### src/core/line_alarm_pkg.sv
package line_alarm_pkg;

  // Register indices; byte address is four times the index
  localparam logic [7:0] INTERRUPT_ENABLE_IDX = 8'h04;
  localparam logic [7:0] ALARM_STATUS_IDX     = 8'h05;
  localparam logic [7:0] INTERRUPT_ENABLE_ADDR = 8'h10;
  localparam logic [7:0] ALARM_STATUS_ADDR     = 8'h14;

  // Reset values
  localparam logic [7:0] INTERRUPT_ENABLE_RESET = 8'h00;
  localparam logic [7:0] ALARM_STATUS_RESET     = 8'h00;

  // Bit positions shared by both registers, except bit 7: global enable only, reserved zero in status
  localparam int GLOBAL_IRQ_BIT   = 7;
  localparam int DRIVER_FAULT_BIT = 6;
  localparam int FIFO_LIMIT_BIT   = 5;
  localparam int CODE_VIOL_BIT    = 4;
  localparam int LOOP_CODE_BIT    = 3;
  localparam int ALL_ONES_BIT     = 2;
  localparam int SIGNAL_LOST_BIT  = 1;
  localparam int PATTERN_SYNC_BIT = 0;

  // Loop-code hold time and derived cycle count
  localparam longint CLK_HZ          = 100000000;
  localparam longint LOOP_HOLD_S     = 5;
  localparam logic [31:0] LOOP_HOLD_CYCLES = 32'(LOOP_HOLD_S * CLK_HZ);
  localparam logic [31:0] LOOP_CNT_RESET   = 32'h0000_0000;

  // Loop-code detection modes
  typedef enum logic [1:0] {
    LOOP_OFF      = 2'b00,
    LOOP_MANUAL_A = 2'b01,
    LOOP_MANUAL_B = 2'b10,
    LOOP_AUTO     = 2'b11
  } loop_mode_type;

  // Avalon-MM request from the master
  typedef struct packed {
    logic [7:0]  address;
    logic        read;
    logic        write;
    logic [31:0] writedata;
    logic [3:0]  byteenable;
  } avalon_req_type;

  // Live detector levels, all on the block clock
  typedef struct packed {
    logic driver_fault;
    logic fifo_near_limit;
    logic code_violation;
    logic loop_pattern_present;
    logic auto_loop_active;
    logic all_ones_detected;
    logic rx_signal_lost;
    logic pattern_sync;
  } alarm_in_type;

  // Whole state of the block
  typedef struct packed {
    logic [7:0]  enable;
    logic [7:0]  status;
    logic [6:0]  pending;
    logic        ack;
    logic [31:0] readdata;
    logic [31:0] loop_cnt;
  } alarm_state_type;

endpackage : line_alarm_pkg

### src/core/line_alarm_interrupt_logic.sv
`timescale 1ns/1ps
`default_nettype none
module line_alarm_interrupt_logic
  import line_alarm_pkg::*;
#(
  parameter logic [31:0] LOOP_HOLD = LOOP_HOLD_CYCLES
) (
  input  wire logic           ref_clk,
  input  wire logic           reset,
  input  wire avalon_req_type avm,
  output logic                waitrequest,
  output logic [31:0]         readdata,
  input  wire alarm_in_type   alarm_in,
  input  wire loop_mode_type  loop_mode,
  output logic [6:0]          status_change,
  output logic                irq
);

  alarm_state_type state;
  alarm_state_type next_state;
  logic [7:0]      next_status;
  logic            request;
  logic            loop_manual;

  // Bus request and its one-cycle wait
  assign request     = avm.read | avm.write;
  assign waitrequest = request & ~state.ack;
  assign readdata    = state.readdata;
  assign loop_manual = (loop_mode == LOOP_MANUAL_A) ||
                       (loop_mode == LOOP_MANUAL_B);

  // Pin needs global enable and an enabled recorded edge
  assign irq = state.enable[GLOBAL_IRQ_BIT] & (|state.pending);
  assign status_change = state.pending;

  // Next state
  always_comb begin
    next_state  = state;
    next_status = 8'h00;
    // Live detector levels
    next_status[DRIVER_FAULT_BIT] = alarm_in.driver_fault;
    next_status[FIFO_LIMIT_BIT]   = alarm_in.fifo_near_limit;
    next_status[CODE_VIOL_BIT]    = alarm_in.code_violation;
    next_status[ALL_ONES_BIT]     = alarm_in.all_ones_detected;
    next_status[SIGNAL_LOST_BIT]  = alarm_in.rx_signal_lost;
    next_status[PATTERN_SYNC_BIT] = alarm_in.pattern_sync;
    // Loop-code bit by detection mode
    next_status[LOOP_CODE_BIT] = 1'b0;
    next_state.loop_cnt = LOOP_CNT_RESET;
    if (loop_manual) begin
      if (alarm_in.loop_pattern_present) begin
        if (state.loop_cnt >= LOOP_HOLD - 32'h0000_0001) begin
          next_state.loop_cnt = state.loop_cnt;
          next_status[LOOP_CODE_BIT] = 1'b1;
        end else begin
          next_state.loop_cnt = state.loop_cnt + 32'h0000_0001;
        end
      end
    end else if (loop_mode == LOOP_AUTO) begin
      next_status[LOOP_CODE_BIT] = alarm_in.auto_loop_active;
    end
    next_state.status = next_status;
    // Bus access: first edge loads data, second completes
    if (request && !state.ack) begin
      next_state.ack = 1'b1;
      if (avm.address == INTERRUPT_ENABLE_ADDR) begin
        next_state.readdata = {24'h000000, state.enable};
      end else if (avm.address == ALARM_STATUS_ADDR) begin
        next_state.readdata = {24'h000000, state.status};
      end else begin
        next_state.readdata = 32'h0000_0000;
      end
    end else if (request && state.ack) begin
      next_state.ack = 1'b0;
      if (avm.write && avm.byteenable[0] &&
          avm.address == INTERRUPT_ENABLE_ADDR) begin
        next_state.enable = avm.writedata[7:0];
      end
      if (avm.read && avm.address == ALARM_STATUS_ADDR) begin
        next_state.pending = 7'h00;
      end
    end else begin
      next_state.ack = 1'b0;
    end
    // Enabled edges record; set wins over read clear
    next_state.pending = next_state.pending |
      ((next_status[6:0] ^ state.status[6:0]) & state.enable[6:0]);
  end

  // State register
  always_ff @(posedge ref_clk) begin
    if (reset) begin
      state.enable   <= INTERRUPT_ENABLE_RESET;
      state.status   <= ALARM_STATUS_RESET;
      state.pending  <= 7'h00;
      state.ack      <= 1'b0;
      state.readdata <= 32'h0000_0000;
      state.loop_cnt <= LOOP_CNT_RESET;
    end else begin
      state <= next_state;
    end
  end

  // Checks
  AST_GIE_MASK: assert property (@(posedge ref_clk) disable iff (reset)
    !state.enable[GLOBAL_IRQ_BIT] |-> !irq)
    else $error("interrupt pin high with global enable clear");

  AST_IRQ_CAUSE: assert property (@(posedge ref_clk) disable iff (reset)
    (state.enable[GLOBAL_IRQ_BIT] && (|state.pending)) == irq)
    else $error("interrupt pin does not match enabled pending edges");

  AST_DRV_LIVE: assert property (@(posedge ref_clk) disable iff (reset)
    !$past(reset) |-> state.status[DRIVER_FAULT_BIT] ==
                      $past(alarm_in.driver_fault))
    else $error("driver fault status not live");

  AST_DRV_EDGE: assert property (@(posedge ref_clk) disable iff (reset)
    ($changed(state.status[DRIVER_FAULT_BIT]) &&
     $past(state.enable[DRIVER_FAULT_BIT])) |-> state.pending[6])
    else $error("driver fault edge not recorded");

  AST_DRV_MASK: assert property (@(posedge ref_clk) disable iff (reset)
    (!$past(state.enable[DRIVER_FAULT_BIT]) && !$past(state.pending[6]))
    |-> !state.pending[6])
    else $error("masked driver fault edge recorded");

  AST_FIFO_EDGE: assert property (@(posedge ref_clk) disable iff (reset)
    ($changed(state.status[FIFO_LIMIT_BIT]) &&
     $past(state.enable[FIFO_LIMIT_BIT])) |-> state.pending[5])
    else $error("fifo limit edge not recorded");

  AST_RSVD_ZERO: assert property (@(posedge ref_clk) disable iff (reset)
    !state.status[7])
    else $error("reserved status bit set");

  AST_LOOP_CLEAR: assert property (@(posedge ref_clk) disable iff (reset)
    ($past(loop_manual) && !$past(alarm_in.loop_pattern_present))
    |-> !state.status[LOOP_CODE_BIT])
    else $error("loop code bit held after pattern stopped");

  AST_WAIT_BOUND: assert property (@(posedge ref_clk) disable iff (reset)
    (request && waitrequest) |=> !waitrequest)
    else $error("waitrequest held more than one cycle");

  AST_ENABLE_WRITE: assert property (@(posedge ref_clk) disable iff (reset)
    (avm.write && !waitrequest && avm.byteenable[0] &&
     avm.address == INTERRUPT_ENABLE_ADDR)
    |=> state.enable == $past(avm.writedata[7:0]))
    else $error("enable register write lost");

  COV_IRQ: cover property (@(posedge ref_clk) disable iff (reset)
    $rose(irq));
  COV_STATUS_CLEAR: cover property (@(posedge ref_clk) disable iff (reset)
    avm.read && !waitrequest && avm.address == ALARM_STATUS_ADDR && irq);
  COV_LOOP_SET: cover property (@(posedge ref_clk) disable iff (reset)
    $rose(state.status[LOOP_CODE_BIT]));

  // Loop-code bit dropping after the pattern stops
  COV_LOOP_CLEAR: cover property (@(posedge ref_clk) disable iff (reset)
    $fell(state.status[LOOP_CODE_BIT]));

  // Edge recorded while the pin is globally masked
  COV_MASKED_EDGE: cover property (@(posedge ref_clk) disable iff (reset)
    (|state.pending) && !state.enable[GLOBAL_IRQ_BIT]);

  // FIFO-limit status follows its detector
  AST_FIFO_LIVE: assert property (@(posedge ref_clk) disable iff (reset)
    !$past(reset) |-> state.status[FIFO_LIMIT_BIT] ==
                      $past(alarm_in.fifo_near_limit))
    else $error("fifo limit status not live");

  // Code-violation status follows its detector
  AST_CODE_LIVE: assert property (@(posedge ref_clk) disable iff (reset)
    !$past(reset) |-> state.status[CODE_VIOL_BIT] ==
                      $past(alarm_in.code_violation))
    else $error("code violation status not live");

  // All-ones status follows its detector
  AST_ONES_LIVE: assert property (@(posedge ref_clk) disable iff (reset)
    !$past(reset) |-> state.status[ALL_ONES_BIT] ==
                      $past(alarm_in.all_ones_detected))
    else $error("all ones status not live");

  // Signal-lost status follows its detector
  AST_LOST_LIVE: assert property (@(posedge ref_clk) disable iff (reset)
    !$past(reset) |-> state.status[SIGNAL_LOST_BIT] ==
                      $past(alarm_in.rx_signal_lost))
    else $error("signal lost status not live");

  // Pattern-sync status follows its detector
  AST_SYNC_LIVE: assert property (@(posedge ref_clk) disable iff (reset)
    !$past(reset) |-> state.status[PATTERN_SYNC_BIT] ==
                      $past(alarm_in.pattern_sync))
    else $error("pattern sync status not live");

  // Enabled code-violation edge is recorded
  AST_CODE_EDGE: assert property (@(posedge ref_clk) disable iff (reset)
    ($changed(state.status[CODE_VIOL_BIT]) &&
     $past(state.enable[CODE_VIOL_BIT])) |-> state.pending[4])
    else $error("code violation edge not recorded");

  // Enabled loop-code edge is recorded
  AST_LOOP_EDGE: assert property (@(posedge ref_clk) disable iff (reset)
    ($changed(state.status[LOOP_CODE_BIT]) &&
     $past(state.enable[LOOP_CODE_BIT])) |-> state.pending[3])
    else $error("loop code edge not recorded");

  // Enabled all-ones edge is recorded
  AST_ONES_EDGE: assert property (@(posedge ref_clk) disable iff (reset)
    ($changed(state.status[ALL_ONES_BIT]) &&
     $past(state.enable[ALL_ONES_BIT])) |-> state.pending[2])
    else $error("all ones edge not recorded");

  // Enabled signal-lost edge is recorded
  AST_LOST_EDGE: assert property (@(posedge ref_clk) disable iff (reset)
    ($changed(state.status[SIGNAL_LOST_BIT]) &&
     $past(state.enable[SIGNAL_LOST_BIT])) |-> state.pending[1])
    else $error("signal lost edge not recorded");

  // Enabled pattern-sync edge is recorded
  AST_SYNC_EDGE: assert property (@(posedge ref_clk) disable iff (reset)
    ($changed(state.status[PATTERN_SYNC_BIT]) &&
     $past(state.enable[PATTERN_SYNC_BIT])) |-> state.pending[0])
    else $error("pattern sync edge not recorded");

  // Masked FIFO-limit edge stays unrecorded
  AST_FIFO_MASK: assert property (@(posedge ref_clk) disable iff (reset)
    (!$past(state.enable[FIFO_LIMIT_BIT]) && !$past(state.pending[5]))
    |-> !state.pending[5])
    else $error("masked fifo limit edge recorded");

  // Masked code-violation edge stays unrecorded
  AST_CODE_MASK: assert property (@(posedge ref_clk) disable iff (reset)
    (!$past(state.enable[CODE_VIOL_BIT]) && !$past(state.pending[4]))
    |-> !state.pending[4])
    else $error("masked code violation edge recorded");

  // Masked loop-code edge stays unrecorded
  AST_LOOP_MASK: assert property (@(posedge ref_clk) disable iff (reset)
    (!$past(state.enable[LOOP_CODE_BIT]) && !$past(state.pending[3]))
    |-> !state.pending[3])
    else $error("masked loop code edge recorded");

  // Masked all-ones edge stays unrecorded
  AST_ONES_MASK: assert property (@(posedge ref_clk) disable iff (reset)
    (!$past(state.enable[ALL_ONES_BIT]) && !$past(state.pending[2]))
    |-> !state.pending[2])
    else $error("masked all ones edge recorded");

  // Masked signal-lost edge stays unrecorded
  AST_LOST_MASK: assert property (@(posedge ref_clk) disable iff (reset)
    (!$past(state.enable[SIGNAL_LOST_BIT]) && !$past(state.pending[1]))
    |-> !state.pending[1])
    else $error("masked signal lost edge recorded");

  // Masked pattern-sync edge stays unrecorded
  AST_SYNC_MASK: assert property (@(posedge ref_clk) disable iff (reset)
    (!$past(state.enable[PATTERN_SYNC_BIT]) && !$past(state.pending[0]))
    |-> !state.pending[0])
    else $error("masked pattern sync edge recorded");

  // Upper read data lanes always zero
  AST_READ_UPPER: assert property (@(posedge ref_clk) disable iff (reset)
    readdata[31:8] == 24'h000000)
    else $error("upper read data not zero");

  // Enable register changes only by a completed write to it
  AST_ENABLE_HOLD: assert property (@(posedge ref_clk) disable iff (reset)
    !(avm.write && !waitrequest && avm.byteenable[0] &&
      avm.address == INTERRUPT_ENABLE_ADDR) |=> $stable(state.enable))
    else $error("enable register changed without a write");

  // Completed status read leaves only fresh enabled edges
  AST_READ_CLEAR: assert property (@(posedge ref_clk) disable iff (reset)
    (avm.read && !waitrequest && avm.address == ALARM_STATUS_ADDR)
    |=> state.pending == ((state.status[6:0] ^ $past(state.status[6:0])) &
                          $past(state.enable[6:0])))
    else $error("status read did not clear recorded edges");

  // Recorded edges persist until a status read
  AST_PEND_HOLD: assert property (@(posedge ref_clk) disable iff (reset)
    !(avm.read && !waitrequest && avm.address == ALARM_STATUS_ADDR)
    |=> (state.pending & $past(state.pending)) == $past(state.pending))
    else $error("recorded edge lost without a read");

  // A recorded edge needs a status transition behind it
  AST_PEND_SOURCE: assert property (@(posedge ref_clk) disable iff (reset)
    (state.pending & ~$past(state.pending) &
     ~(state.status[6:0] ^ $past(state.status[6:0]))) == 7'h00)
    else $error("edge recorded without a status change");

  // First cycle of a new request always waits
  AST_WAIT_FIRST: assert property (@(posedge ref_clk) disable iff (reset)
    (request && !$past(request)) |-> waitrequest)
    else $error("new request answered without a wait");

  // Enable read returns the register contents
  AST_READ_ENABLE: assert property (@(posedge ref_clk) disable iff (reset)
    (avm.read && !waitrequest && avm.address == INTERRUPT_ENABLE_ADDR)
    |-> readdata == {24'h000000, state.enable})
    else $error("enable read data wrong");

  // Status read returns the status sampled at request time
  AST_READ_STATUS: assert property (@(posedge ref_clk) disable iff (reset)
    (avm.read && !waitrequest && avm.address == ALARM_STATUS_ADDR)
    |-> readdata[7:0] == $past(state.status))
    else $error("status read data wrong");

  // Unmapped reads return zero
  AST_READ_UNMAPPED: assert property (@(posedge ref_clk) disable iff (reset)
    (avm.read && !waitrequest && avm.address != ALARM_STATUS_ADDR &&
     avm.address != INTERRUPT_ENABLE_ADDR) |-> readdata == 32'h0000_0000)
    else $error("unmapped read data not zero");

  // Loop-code bit stays low with detection off
  AST_LOOP_OFF: assert property (@(posedge ref_clk) disable iff (reset)
    ($past(loop_mode) == LOOP_OFF) |-> !state.status[LOOP_CODE_BIT])
    else $error("loop code bit set with detection off");

  // Automatic mode mirrors the remote loopback state
  AST_LOOP_AUTO: assert property (@(posedge ref_clk) disable iff (reset)
    (!$past(reset) && $past(loop_mode) == LOOP_AUTO)
    |-> state.status[LOOP_CODE_BIT] == $past(alarm_in.auto_loop_active))
    else $error("loop code bit does not follow automatic loopback");

  // Hold counter idles outside manual mode
  AST_LOOP_CNT_IDLE: assert property (@(posedge ref_clk) disable iff (reset)
    !$past(loop_manual) |-> state.loop_cnt == LOOP_CNT_RESET)
    else $error("loop hold counter running outside manual mode");

  // Pin stays low with nothing recorded
  AST_IRQ_IDLE: assert property (@(posedge ref_clk) disable iff (reset)
    !(|state.pending) |-> !irq)
    else $error("interrupt pin high with nothing recorded");

endmodule : line_alarm_interrupt_logic
`default_nettype wire

### config.mk
export PLATFORM = sky130hd
export DESIGN_NAME = line_alarm_interrupt_logic
export DESIGN_NICKNAME = d
export VERILOG_FILES = /design/src/core/line_alarm_pkg.sv /design/src/core/line_alarm_interrupt_logic.sv
export SDC_FILE = /design/constraint.sdc
export NUM_CORES = 1
export LEC_CHECK = 0
export ABC_AREA = 1
export BUFFER_PORTS_ARGS = -buffer_cell sky130_fd_sc_hd__buf_4
export CORE_MARGIN = 10
export CORE_UTILIZATION = 30
export DETAILED_ROUTE_END_ITERATION = 10
export GPL_TIMING_DRIVEN = 0
export HOLD_SLACK_MARGIN = 0.1
export PLACE_DENSITY = 0.53
export SYNTH_ARGS = -nofsm -noshare
export SYNTH_HDL_FRONTEND = slang
export SYNTH_SLANG_ARGS = --single-unit
export TNS_END_PERCENT = 100
### constraint.sdc
create_clock -name ref_clk -period 1.95 [get_ports ref_clk]
set_input_delay 0.39 -clock ref_clk [delete_from_list [all_inputs] [get_ports ref_clk]]
set_output_delay 0.39 -clock ref_clk [all_outputs]
set_load 0.02 [all_outputs]
### Yosys cells after proc, flatten, opt, wreduce, memory -nomap -nowiden

Cells that the tools add are included.

* bits of input ports: 58
* output and inout port bits: 41
* bits in registers: 88
* logic and storage cells: 44

* equality and inequality tests: 5
* bitwise logic cells: 10
* multiplexer cells: 10
* reduce and logical (&&, ||, !) cells: 10
* order comparisons: 1
* $add $sub $neg: 1

Operators by type and width (number)
* $add A32 B1 Y32 const B: 1
* $ge A32 B29 Y1 const B: 1
* $mux W32: 1
* $mux W7: 3
* $eq A8 B5 Y1 const B: 2
* $mux W8: 1
* $and A7 B7 Y7: 1
* $or A7 B7 Y7: 1
* $reduce_or A7 Y1: 1
* $xor A7 B7 Y7: 1
* $logic_and A1 B1 Y1: 5
* $mux W1: 5
* $eq A2 B2 Y1 const B: 2
* $not A1 Y1: 4
* $reduce_and A3 Y1: 1
* $reduce_or A3 Y1: 1
* $and A1 B1 Y1: 2
* $eq A2 B1 Y1 const B: 1
* $logic_not A1 Y1: 1
* $logic_or A1 B1 Y1: 1
* $or A1 B1 Y1: 1

### Longest topological paths before layout

Gate-level depths: netlist of the first run.

* depth in word-level cells: 7
* depth in mapped cells: 14
* depth with buffers taken out: 14

### Worst setup path before layout of the first run

No wires, ideal clock.

* path type: register -> register
* start: register state[0] (netlist bit)
* end: register state[9] (netlist bit)
* required time: 1.883 ns
* path buffers: 0
* setup time: 0.067 ns
* arrival time: 1.507 ns
* clock period less this slack: 1.575 ns
* setup slack: 0.375 ns
* cell stages (with the launch flop): 12
* cells stage by stage: dfxtp_1 -> ha_1 -> nand3_1 -> nor2_1 -> nand2_1 -> nand3_1 -> nand2_2 -> nand2_4 -> nor2_4 -> nand2_1 -> or2_1 -> a21oi_2

* cells in the longest elaborated chain, start to end: 1
* elaborated cells on any way between the ends: 2
* classes of those cells: add/sub: 1; order compare: 1

Ends and longest elaborated chain
* start, declared: RTL line line_alarm_interrupt_logic.sv:19 `alarm_state_type state;`
* start signal, assigned: RTL line line_alarm_interrupt_logic.sv:100 `state <= next_state;`
* $add A32 B1 Y32 or $ge A32 B29 Y1 (tied branches): RTL line line_alarm_interrupt_logic.sv:56, line_alarm_interrupt_logic.sv:52

Several ways; a longest one is shown, not always the timed one.
A chain may end at the register's enable or synchronous reset.

### Final worst setup path of the first run

* start: input port avm[37] (netlist bit)
* end: output port waitrequest

* cells in the longest elaborated chain, start to end: 2

Ends and longest elaborated chain
* start, declared: RTL line line_alarm_interrupt_logic.sv:10 `input wire avalon_req_type avm,`
* $or A1 B1 Y1: RTL line line_alarm_interrupt_logic.sv:26 `assign request = avm.read | avm.write;`
* $and A1 B1 Y1: RTL line line_alarm_interrupt_logic.sv:27 `assign waitrequest = request & ~state.ack;`
* end, declared: RTL line line_alarm_interrupt_logic.sv:11 `output logic waitrequest,`

No other way between the ends.

==> results_tabular.tex, run 1 <==
\begin{tabular}{lr}
\hline
Metric & Value \\
\hline
\multicolumn{2}{l}{\textbf{Worst setup path}} \\
Slowest stage cell, crit path & sky130\_fd\_sc\_hd\_\_o21ai\_2 \\
Slowest Stage Delay on Critical Path & 420 ps \\
Highest fanout seen on the critical path & 10 \\
Worst setup path class & in -> out \\
FF-to-FF path depth & 12 \\
Worst path depth & 4 \\
Data required time of the critical path & 1560 ps \\
CP top delay family & buffers and inverters \\
Number of buffers and inverters on the critical path & 3 \\
Startpoint class of the critical path & primary input \\
Chain of cells forming the critical path & buf\_4, o21ai\_2, clkinv\_2, buf\_4 \\
CP dominant cell by count & sky130\_fd\_sc\_hd\_\_buf\_4 \\
Endpoint class of the critical path & output port \\
Arrival time of data at the critical path endpoint & 1410 ps \\
\multicolumn{2}{l}{\textbf{Outcome}} \\
Result of the run & finished, final reports clean \\
\multicolumn{2}{l}{\textbf{Finish}} \\
Number of nets in the final layout & 622 \\
Most common library cell in the layout ignoring fill and taps & sky130\_fd\_sc\_hd\_\_nand2\_1 \\
Antenna diode count & 0 \\
Post-route non-filler standard cell count & a little over 700 \\
Commonest non-fill, non-tap cells in the layout & sky130\_fd\_sc\_hd\_\_nand2\_1 (90), sky130\_fd\_sc\_hd\_\_buf\_4 (85), sky130\_fd\_sc\_hd\_\_dfxtp\_1 (62), sky130\_fd\_sc\_hd\_\_inv\_1 (56), sky130\_fd\_sc\_hd\_\_nor2\_1 (54) \\
Fraction of final layout cells with drive strength greater than 1 & approximately a quarter \\
Area growth, synth to finish & 28.55\% \\
\multicolumn{2}{l}{\textbf{Flow run}} \\
Number of violations of the max-capacitance limit & 0 \\
\multicolumn{2}{l}{\textbf{Floorplan}} \\
Initial standard-cell utilization of the core & between 30\% and 40\% \\
Die Ht & roughly 130 um \\
CORE AREA & 10980 sq um \\
Number of placement rows & 38 \\
Area of the die & 16030 sq um \\
Boundary Pins & $\sim$100 \\
Chip Width & 126.6 um \\
\multicolumn{2}{l}{\textbf{Synthesis}} \\
Post-synth EDFFs & 0 \\
Post-synthesis average cell area & 7.074 sq um \\
Register bit count reported by yosys & 63 \\
Number of distinct library cell variants in the gate-level netlist after synthesis & 37 \\
Dominant register cell in the synthesized netlist & sky130\_fd\_sc\_hd\_\_dfxtp\_1 \\
Seq/Total Area, Yosys & 36.99\% \\
Synth Cell Area & roughly 3400 sq um \\
Fraction of registers with async set or reset after synthesis & 0\% \\
Number of warnings issued by yosys & 0 \\
Instance count of the mapped netlist & 482 \\
\multicolumn{2}{l}{\textbf{STA}} \\
Max-Slew Margin vs Limit & about three fifths \\
Hold slack & around 280 ps \\
Achievable clock frequency & 554.7 MHz \\
Period Utilization, post-route & 92.45\% \\
Final number of setup-violating endpoints & 0 \\
Final number of max-transition violations & 0 \\
Final hold violation count & 0 \\
Post-layout min period & approximately 1800 ps \\
Setup Skew & between 6 and 7 ps \\
RSZ-0062 raised after global routing & no \\
Transition time at the pin with the least slew margin & roughly 620 ps \\
\multicolumn{2}{l}{\textbf{Power and ir drop}} \\
Leakage power total & 1.881 nW \\
IR Drop Worst-Case VDD & 0.4699 mV \\
Pwr/cell area & 795.6 nW/um\^{}2 \\
\multicolumn{2}{l}{\textbf{Clock network}} \\
CTS tree & yes \\
CTS Buf Count & 9 \\
Maximum level of the CTS H-tree & 3 \\
Clock edge transition at the registers on the reported setup and hold paths & around 60 ps \\
Insertion delay to the later sink of the worst-skew pair & about 330 ps \\
Root cell of the clock tree & sky130\_fd\_sc\_hd\_\_clkbuf\_16 \\
Post-CTS Resized & 1 \\
Buffer count from post-CTS setup fixing & 0 \\
Cts hold-fix bufs & 0 \\
Longest Clk Path Bufs & 2 \\
Number of sinks handled by clock tree synthesis & 63 \\
\multicolumn{2}{l}{\textbf{Routing}} \\
Vias per Instance & 4.494 \\
TritonRoute pass-1 iters & 4 \\
Number of nets with antenna violations after detailed routing & 0 \\
Vias post-DR & 3177 \\
Detailed-route wire length per cell & 12.29 um \\
Number of DRC markers in iteration 0 & 179 \\
Wire length reported by the detailed router & 8.686 mm \\
Drc violations & 0 \\
\multicolumn{2}{l}{\textbf{Global routing}} \\
Initial antenna violation count & 0 \\
Total global-route track usage & 10.89\% \\
Final global-route overflow total & 0 \\
Number of global-route vias before repair & around 3000 \\
Pin count of the biggest net entering global routing & 14 \\
Global-route wire length before repair & 14.57 mm \\
\multicolumn{2}{l}{\textbf{Min path}} \\
Kind of path behind the tightest hold check & in -> reg \\
Worst Hold Depth & 3 \\
\multicolumn{2}{l}{\textbf{Place}} \\
Routability Congestion & 0.8653 \\
Sum of net half-perimeters after detailed placement & 6.721 mm \\
Post-Place Cells & 691 \\
IO Port Bufs & 46 \\
\hline
\end{tabular}
## logic make-up (layout without fill, tap and decap cells)
group / after synthesis / count (layout) / synth area share [%]
AND/OR/NAND/NOR: 231 / 231 / 31.85
buffers and inverters: 108 / 170 / 16.77
AO/OA/AOI/OAI: 64 / 64 / 10.20
flip-flops: 63 / 63 / 36.99
XOR/XNOR: 13 / 13 / 3.339
adder cells (fa/ha/maj): 2 / 2 / 0.7338
other: 1 / 24 / 0.1100
## path summary, 6_finish.rpt
| kind | slack (ps) | endpoint | start |
|---|---|---|---|
| worst min register to register | 430 | state[29] | state[29] |
| worst max-delay path | 150 | waitrequest | avm[37] |
| worst min-delay path | 280 | state[76] | alarm_in[5] |
| worst max register to register | 160 | state[23] | state[1] |
## cell usage after synthesis, types with 2 or more instances
library cell	instances	area (sq um)
sky130_fd_sc_hd__inv_1	56	210.2
sky130_fd_sc_hd__a21oi_1	37	185.2
sky130_fd_sc_hd__and3_1	2	12.51
sky130_fd_sc_hd__nand2_4	2	22.52
sky130_fd_sc_hd__nand3b_1	4	30.03
sky130_fd_sc_hd__o211ai_1	7	52.55
sky130_fd_sc_hd__nor2_2	5	31.28
sky130_fd_sc_hd__buf_6	2	22.52
sky130_fd_sc_hd__nand3_2	3	30.03
sky130_fd_sc_hd__clkbuf_1	5	18.77
sky130_fd_sc_hd__nor2_1	54	202.7
sky130_fd_sc_hd__or2_1	2	12.51
sky130_fd_sc_hd__o21ai_0	16	80.08
sky130_fd_sc_hd__xor2_1	11	96.34
sky130_fd_sc_hd__nand4_1	9	56.30
sky130_fd_sc_hd__nand3_1	18	90.09
sky130_fd_sc_hd__buf_4	39	292.8
sky130_fd_sc_hd__dfxtp_1	63	1261
sky130_fd_sc_hd__nand2_1	90	337.8
sky130_fd_sc_hd__nor2_4	3	33.78
sky130_fd_sc_hd__inv_2	2	7.510
sky130_fd_sc_hd__nand2_2	4	25.02
sky130_fd_sc_hd__clkinv_1	3	11.26
sky130_fd_sc_hd__nor3_1	30	150.1
sky130_fd_sc_hd__ha_1	2	25.02
sky130_fd_sc_hd__xnor2_1	2	17.52
## layout make-up
class | instances | area, sq um
clock buffers | 9 | 225.2
multi-input cells | 334 | 1674
clock inverters | 7 | 127.6
plain buffers | 46 | 334.1
flip-flops and latches | 63 | 1262
well taps | 140 | 175.2
fillers | 1185 | 6600
inverters | 62 | 239.0
repair buffers | 46 | 345.3
## where the power goes
group / leakage, nW / internal (mW) / switching, mW / total, mW
clock: 0.173 / 1.27 / 0.622 / 1.89
combinational: 1.20 / 0.125 / 0.151 / 0.276
sequential: 0.511 / 1.31 / 0.0122 / 1.32
total: 1.88 / 2.70 / 0.786 / 3.49
## worst min-delay path, delay by kind of cell
| kind | cells | cell delay [ps] |
|---|---|---|
| buf+inv | 2 | 120 |
| simple gates | 1 | 60 |
## registers in the layout (all words and copies together), names as in the netlist
signal and flops:
readdata 8, status_change 7, state 48
## layer usage
layer	global-route usage, %	part of all wire [%]
met5	0	0
met4	4.019	1.7
met3	2.957	7.2
met2	16.77	44
met1	14.20	47
## through the flow
stage | setup slack, ps | total power [mW] | util (%) | TNS (ps) | cell area, sq um
after detailed placement | -286.4 | 1.623 | 36.57 | -3231 | 4016
after global placement | -244.7 | 1.621 | 36.57 | -2726 | 4016
after global routing | 16.79 | 3.626 | 39.91 | 0 | 4383
after CTS | 44.41 | 3.532 | 39.79 | 0 | 4370
after floorplan | 375.2 | 1.527 | - | 0 | 3496
final | 147.1 | 3.487 | 39.91 | 0 | 4383
Power figures use the tool's default switching activity.
==> inputs of run 2 (changes only) <==
--- a/config.mk
+++ b/config.mk
@@ -12,6 +12,7 @@
 export DETAILED_ROUTE_END_ITERATION = 10
 export GPL_TIMING_DRIVEN = 0
 export HOLD_SLACK_MARGIN = 0.1
+export MAX_ROUTING_LAYER = met4
 export PLACE_DENSITY = 0.53
 export SYNTH_ARGS = -nofsm -noshare
 export SYNTH_HDL_FRONTEND = slang
==> run 2 against run 1 <==
Against the previous run: first-iteration DRC count up 1.7%; register-to-register slack hardly changed; clock power about the same; die area did not move; flip-flop and latch count unchanged; largest cell class unchanged.
==> results_tabular.tex, run 2 (same netlist as run 1, synthesis figures left out) <==
\begin{tabular}{lr}
\hline
Metric & Value \\
\hline
\multicolumn{2}{l}{\textbf{Floorplan}} \\
Initial standard-cell utilization of the core & 31.04\% (unchanged) \\
Chip Width & 126.6 um (unchanged) \\
CORE AREA & 10980 sq um (unchanged) \\
Number of placement rows & 38 (unchanged) \\
Boundary Pins & 99 (unchanged) \\
Die Ht & 126.6 um (unchanged) \\
Area of the die & 16030 sq um (unchanged) \\
\multicolumn{2}{l}{\textbf{Finish}} \\
Post-layout util & 39.91\% (unchanged) \\
Commonest non-fill, non-tap cells in the layout & sky130\_fd\_sc\_hd\_\_nand2\_1 (90), sky130\_fd\_sc\_hd\_\_buf\_4 (85), sky130\_fd\_sc\_hd\_\_dfxtp\_1 (62), sky130\_fd\_sc\_hd\_\_inv\_1 (56), sky130\_fd\_sc\_hd\_\_nor2\_1 (54) (unchanged) \\
Flip-flop count of the largest register after layout & 48 (unchanged) \\
Fraction of final layout cells with drive strength greater than 1 & 23.46\% (unchanged) \\
Register containing the most flip-flops in the final layout & state (unchanged) \\
Number of nets in the final layout & 622 (unchanged) \\
Antenna diode count & 0 (unchanged) \\
Area growth, synth to finish & 28.55\% (unchanged) \\
Finished layout cell area & 4383 sq um (unchanged) \\
Most common library cell in the layout ignoring fill and taps & sky130\_fd\_sc\_hd\_\_nand2\_1 (unchanged) \\
Fill cell total of the finished layout & 1185 (unchanged) \\
\multicolumn{2}{l}{\textbf{Global routing}} \\
Pin count of the biggest net entering global routing & 14 (unchanged) \\
Total global-route track usage & 11.23\% (was 10.89\%) \\
Number of global-route vias before repair & 3016 (was 3026) \\
Global-route wire length before repair & 14.59 mm (was 14.57 mm) \\
Final global-route overflow total & 0 (unchanged) \\
Initial antenna violation count & 0 (unchanged) \\
\multicolumn{2}{l}{\textbf{Routing}} \\
Detailed-route wire length per cell & 12.33 um (was 12.29 um) \\
Vias post-DR & 3117 (was 3177) \\
Number of DRC markers in iteration 0 & 182 (was 179) \\
Highest layer used for signal routing & met4 (unchanged) \\
TritonRoute pass-1 iters & 4 (unchanged) \\
Wl on met1 & 4.108 mm (was 4.109 mm) \\
Vias per Instance & 4.409 (was 4.494) \\
Number of nets with antenna violations after detailed routing & 0 (unchanged) \\
Wire length on met2 & 3.825 mm (was 3.804 mm) \\
Wire length on met3 & 632 um (was 626 um) \\
Wire length reported by the detailed router & 8.717 mm (was 8.686 mm) \\
Drc violations & 0 (unchanged) \\
\multicolumn{2}{l}{\textbf{Power and ir drop}} \\
Overall power of the completed layout & 3.488 mW (was 3.487 mW) \\
Pwr/cell area & 795.7 nW/um\^{}2 (was 795.6 nW/um\^{}2) \\
Leakage power total & 1.881 nW (unchanged) \\
IR Drop Worst-Case VDD & 0.4700 mV (was 0.4699 mV) \\
\multicolumn{2}{l}{\textbf{Clock network}} \\
Insertion delay to the later sink of the worst-skew pair & 330 ps (about the same) \\
Buffer count from post-CTS setup fixing & 0 (unchanged) \\
Number of sinks handled by clock tree synthesis & 63 (unchanged) \\
Maximum level of the CTS H-tree & 3 (unchanged) \\
Root cell of the clock tree & sky130\_fd\_sc\_hd\_\_clkbuf\_16 (unchanged) \\
CTS tree & yes (unchanged) \\
Cts hold-fix bufs & 0 (unchanged) \\
Longest Clk Path Bufs & 2 (unchanged) \\
CTS Buf Count & 9 (unchanged) \\
Clock edge transition at the registers on the reported setup and hold paths & 60 ps (about the same) \\
\multicolumn{2}{l}{\textbf{Worst setup path}} \\
CP dominant cell by count & sky130\_fd\_sc\_hd\_\_buf\_4 (unchanged) \\
Arrival time of data at the critical path endpoint & 1410 ps (about the same) \\
Slowest Stage Delay on Critical Path & 420 ps (about the same) \\
Data required time of the critical path & 1560 ps (about the same) \\
Endpoint class of the critical path & output port (unchanged) \\
Worst setup path class & in -> out (unchanged) \\
Chain of cells forming the critical path & buf\_4, o21ai\_2, clkinv\_2, buf\_4 (unchanged) \\
Slowest stage cell, crit path & sky130\_fd\_sc\_hd\_\_o21ai\_2 (unchanged) \\
Highest fanout seen on the critical path & 10 (unchanged) \\
R2R Path Start & state[1] (unchanged) \\
Worst setup path start & avm[37] (unchanged) \\
Startpoint class of the critical path & primary input (unchanged) \\
\multicolumn{2}{l}{\textbf{Place}} \\
IO Port Bufs & 46 (unchanged) \\
Sum of net half-perimeters after detailed placement & 6.721 mm (unchanged) \\
Placed standard-cell area & 4016 sq um (unchanged) \\
Routability Congestion & 0.8793 (was 0.8653) \\
Worst setup slack before clock tree synthesis & -286.4 ps (unchanged) \\
\multicolumn{2}{l}{\textbf{STA}} \\
Post-layout min period & 1802 ps (was 1803 ps) \\
Transition time at the pin with the least slew margin & 606.8 ps (was 620.3 ps) \\
Final number of max-transition violations & 0 (unchanged) \\
Setup\_tns & 0 ps (unchanged) \\
RSZ-0062 raised after global routing & no (unchanged) \\
Max-Slew Margin vs Limit & 59.33\% (was 58.42\%) \\
Achievable clock frequency & 555.0 MHz (was 554.7 MHz) \\
Fin worst setup slack & 148.2 ps (was 147.1 ps) \\
Final number of setup-violating endpoints & 0 (unchanged) \\
Final hold violation count & 0 (unchanged) \\
Period Utilization, post-route & 92.40\% (was 92.45\%) \\
Setup Skew & 6.948 ps (was 6.859 ps) \\
\multicolumn{2}{l}{\textbf{Outcome}} \\
Result of the run & finished, final reports clean (unchanged) \\
\multicolumn{2}{l}{\textbf{Min path}} \\
Kind of path behind the tightest hold check & in -> reg (unchanged) \\
Start point of the worst min-delay path & alarm\_in[5] (unchanged) \\
\multicolumn{2}{l}{\textbf{Flow run}} \\
Number of violations of the max-capacitance limit & 0 (unchanged) \\
\hline
\end{tabular}
==> run 2: cell counts in the layout (fill, tap and decap cells not counted) <==
No cell type changed its count.
==> run 2: through the flow <==
stage	instances	hold slack, ps
3_5_place_dp	691	426.2
5_1_grt	707	293.8
6_report	707	281.7
4_1_cts	707	276.4
2_1_floorplan	505	408.0
3_3_place_gp	691	415.4
==> run 2: power breakdown <==
| part | switching, mW | internal, mW | total (mW) | leakage (nW) |
|---|---|---|---|---|
| registers | 0.0122 | 1.31 | 1.32 | 0.511 |
| logic | 0.151 | 0.125 | 0.276 | 1.20 |
| clock network | 0.623 | 1.27 | 1.89 | 0.173 |
==> run 2: metal layers <==
metal  GRT usage, %  vias to the layer above
met1          14.28                     1365
met3          3.040                       13
met2          16.74                       86
met5              -                        -
met4          4.019                        0
li1               -                     1653
==> run 2: layout make-up <==
cell class	count	area (sq um)	area share, %
Buffer	46	334.1	7.622
Inverter	62	239.0	5.452
Timing Repair Buffer	46	345.3	7.879
Clock inverter	7	127.6	2.912
Tap cell	140	175.2	3.997
Sequential cell	63	1262	28.80
Clock buffer	9	225.2	5.138
Multi-Input combinational cell	334	1674	38.20
==> run 2: final timing paths <==
check,slack [ps],depth (start not counted),end
worst max register to register,160,12,state[23]
worst max-delay path,150,4,waitrequest
worst min register to register,430,2,state[29]
worst min-delay path,280,3,state[76]
==> run 2: repair_timing <==
item,4_1_cts,5_1_grt
setup endpoints to repair,1,28
gates resized for setup,1,4
hold endpoints to repair,0,0
==> run 2: worst max-delay path, delay by kind of cell <==
kind,cells,cell delay [ps]
AO/OA/AOI/OAI,1,420
buffers and inverters,3,600
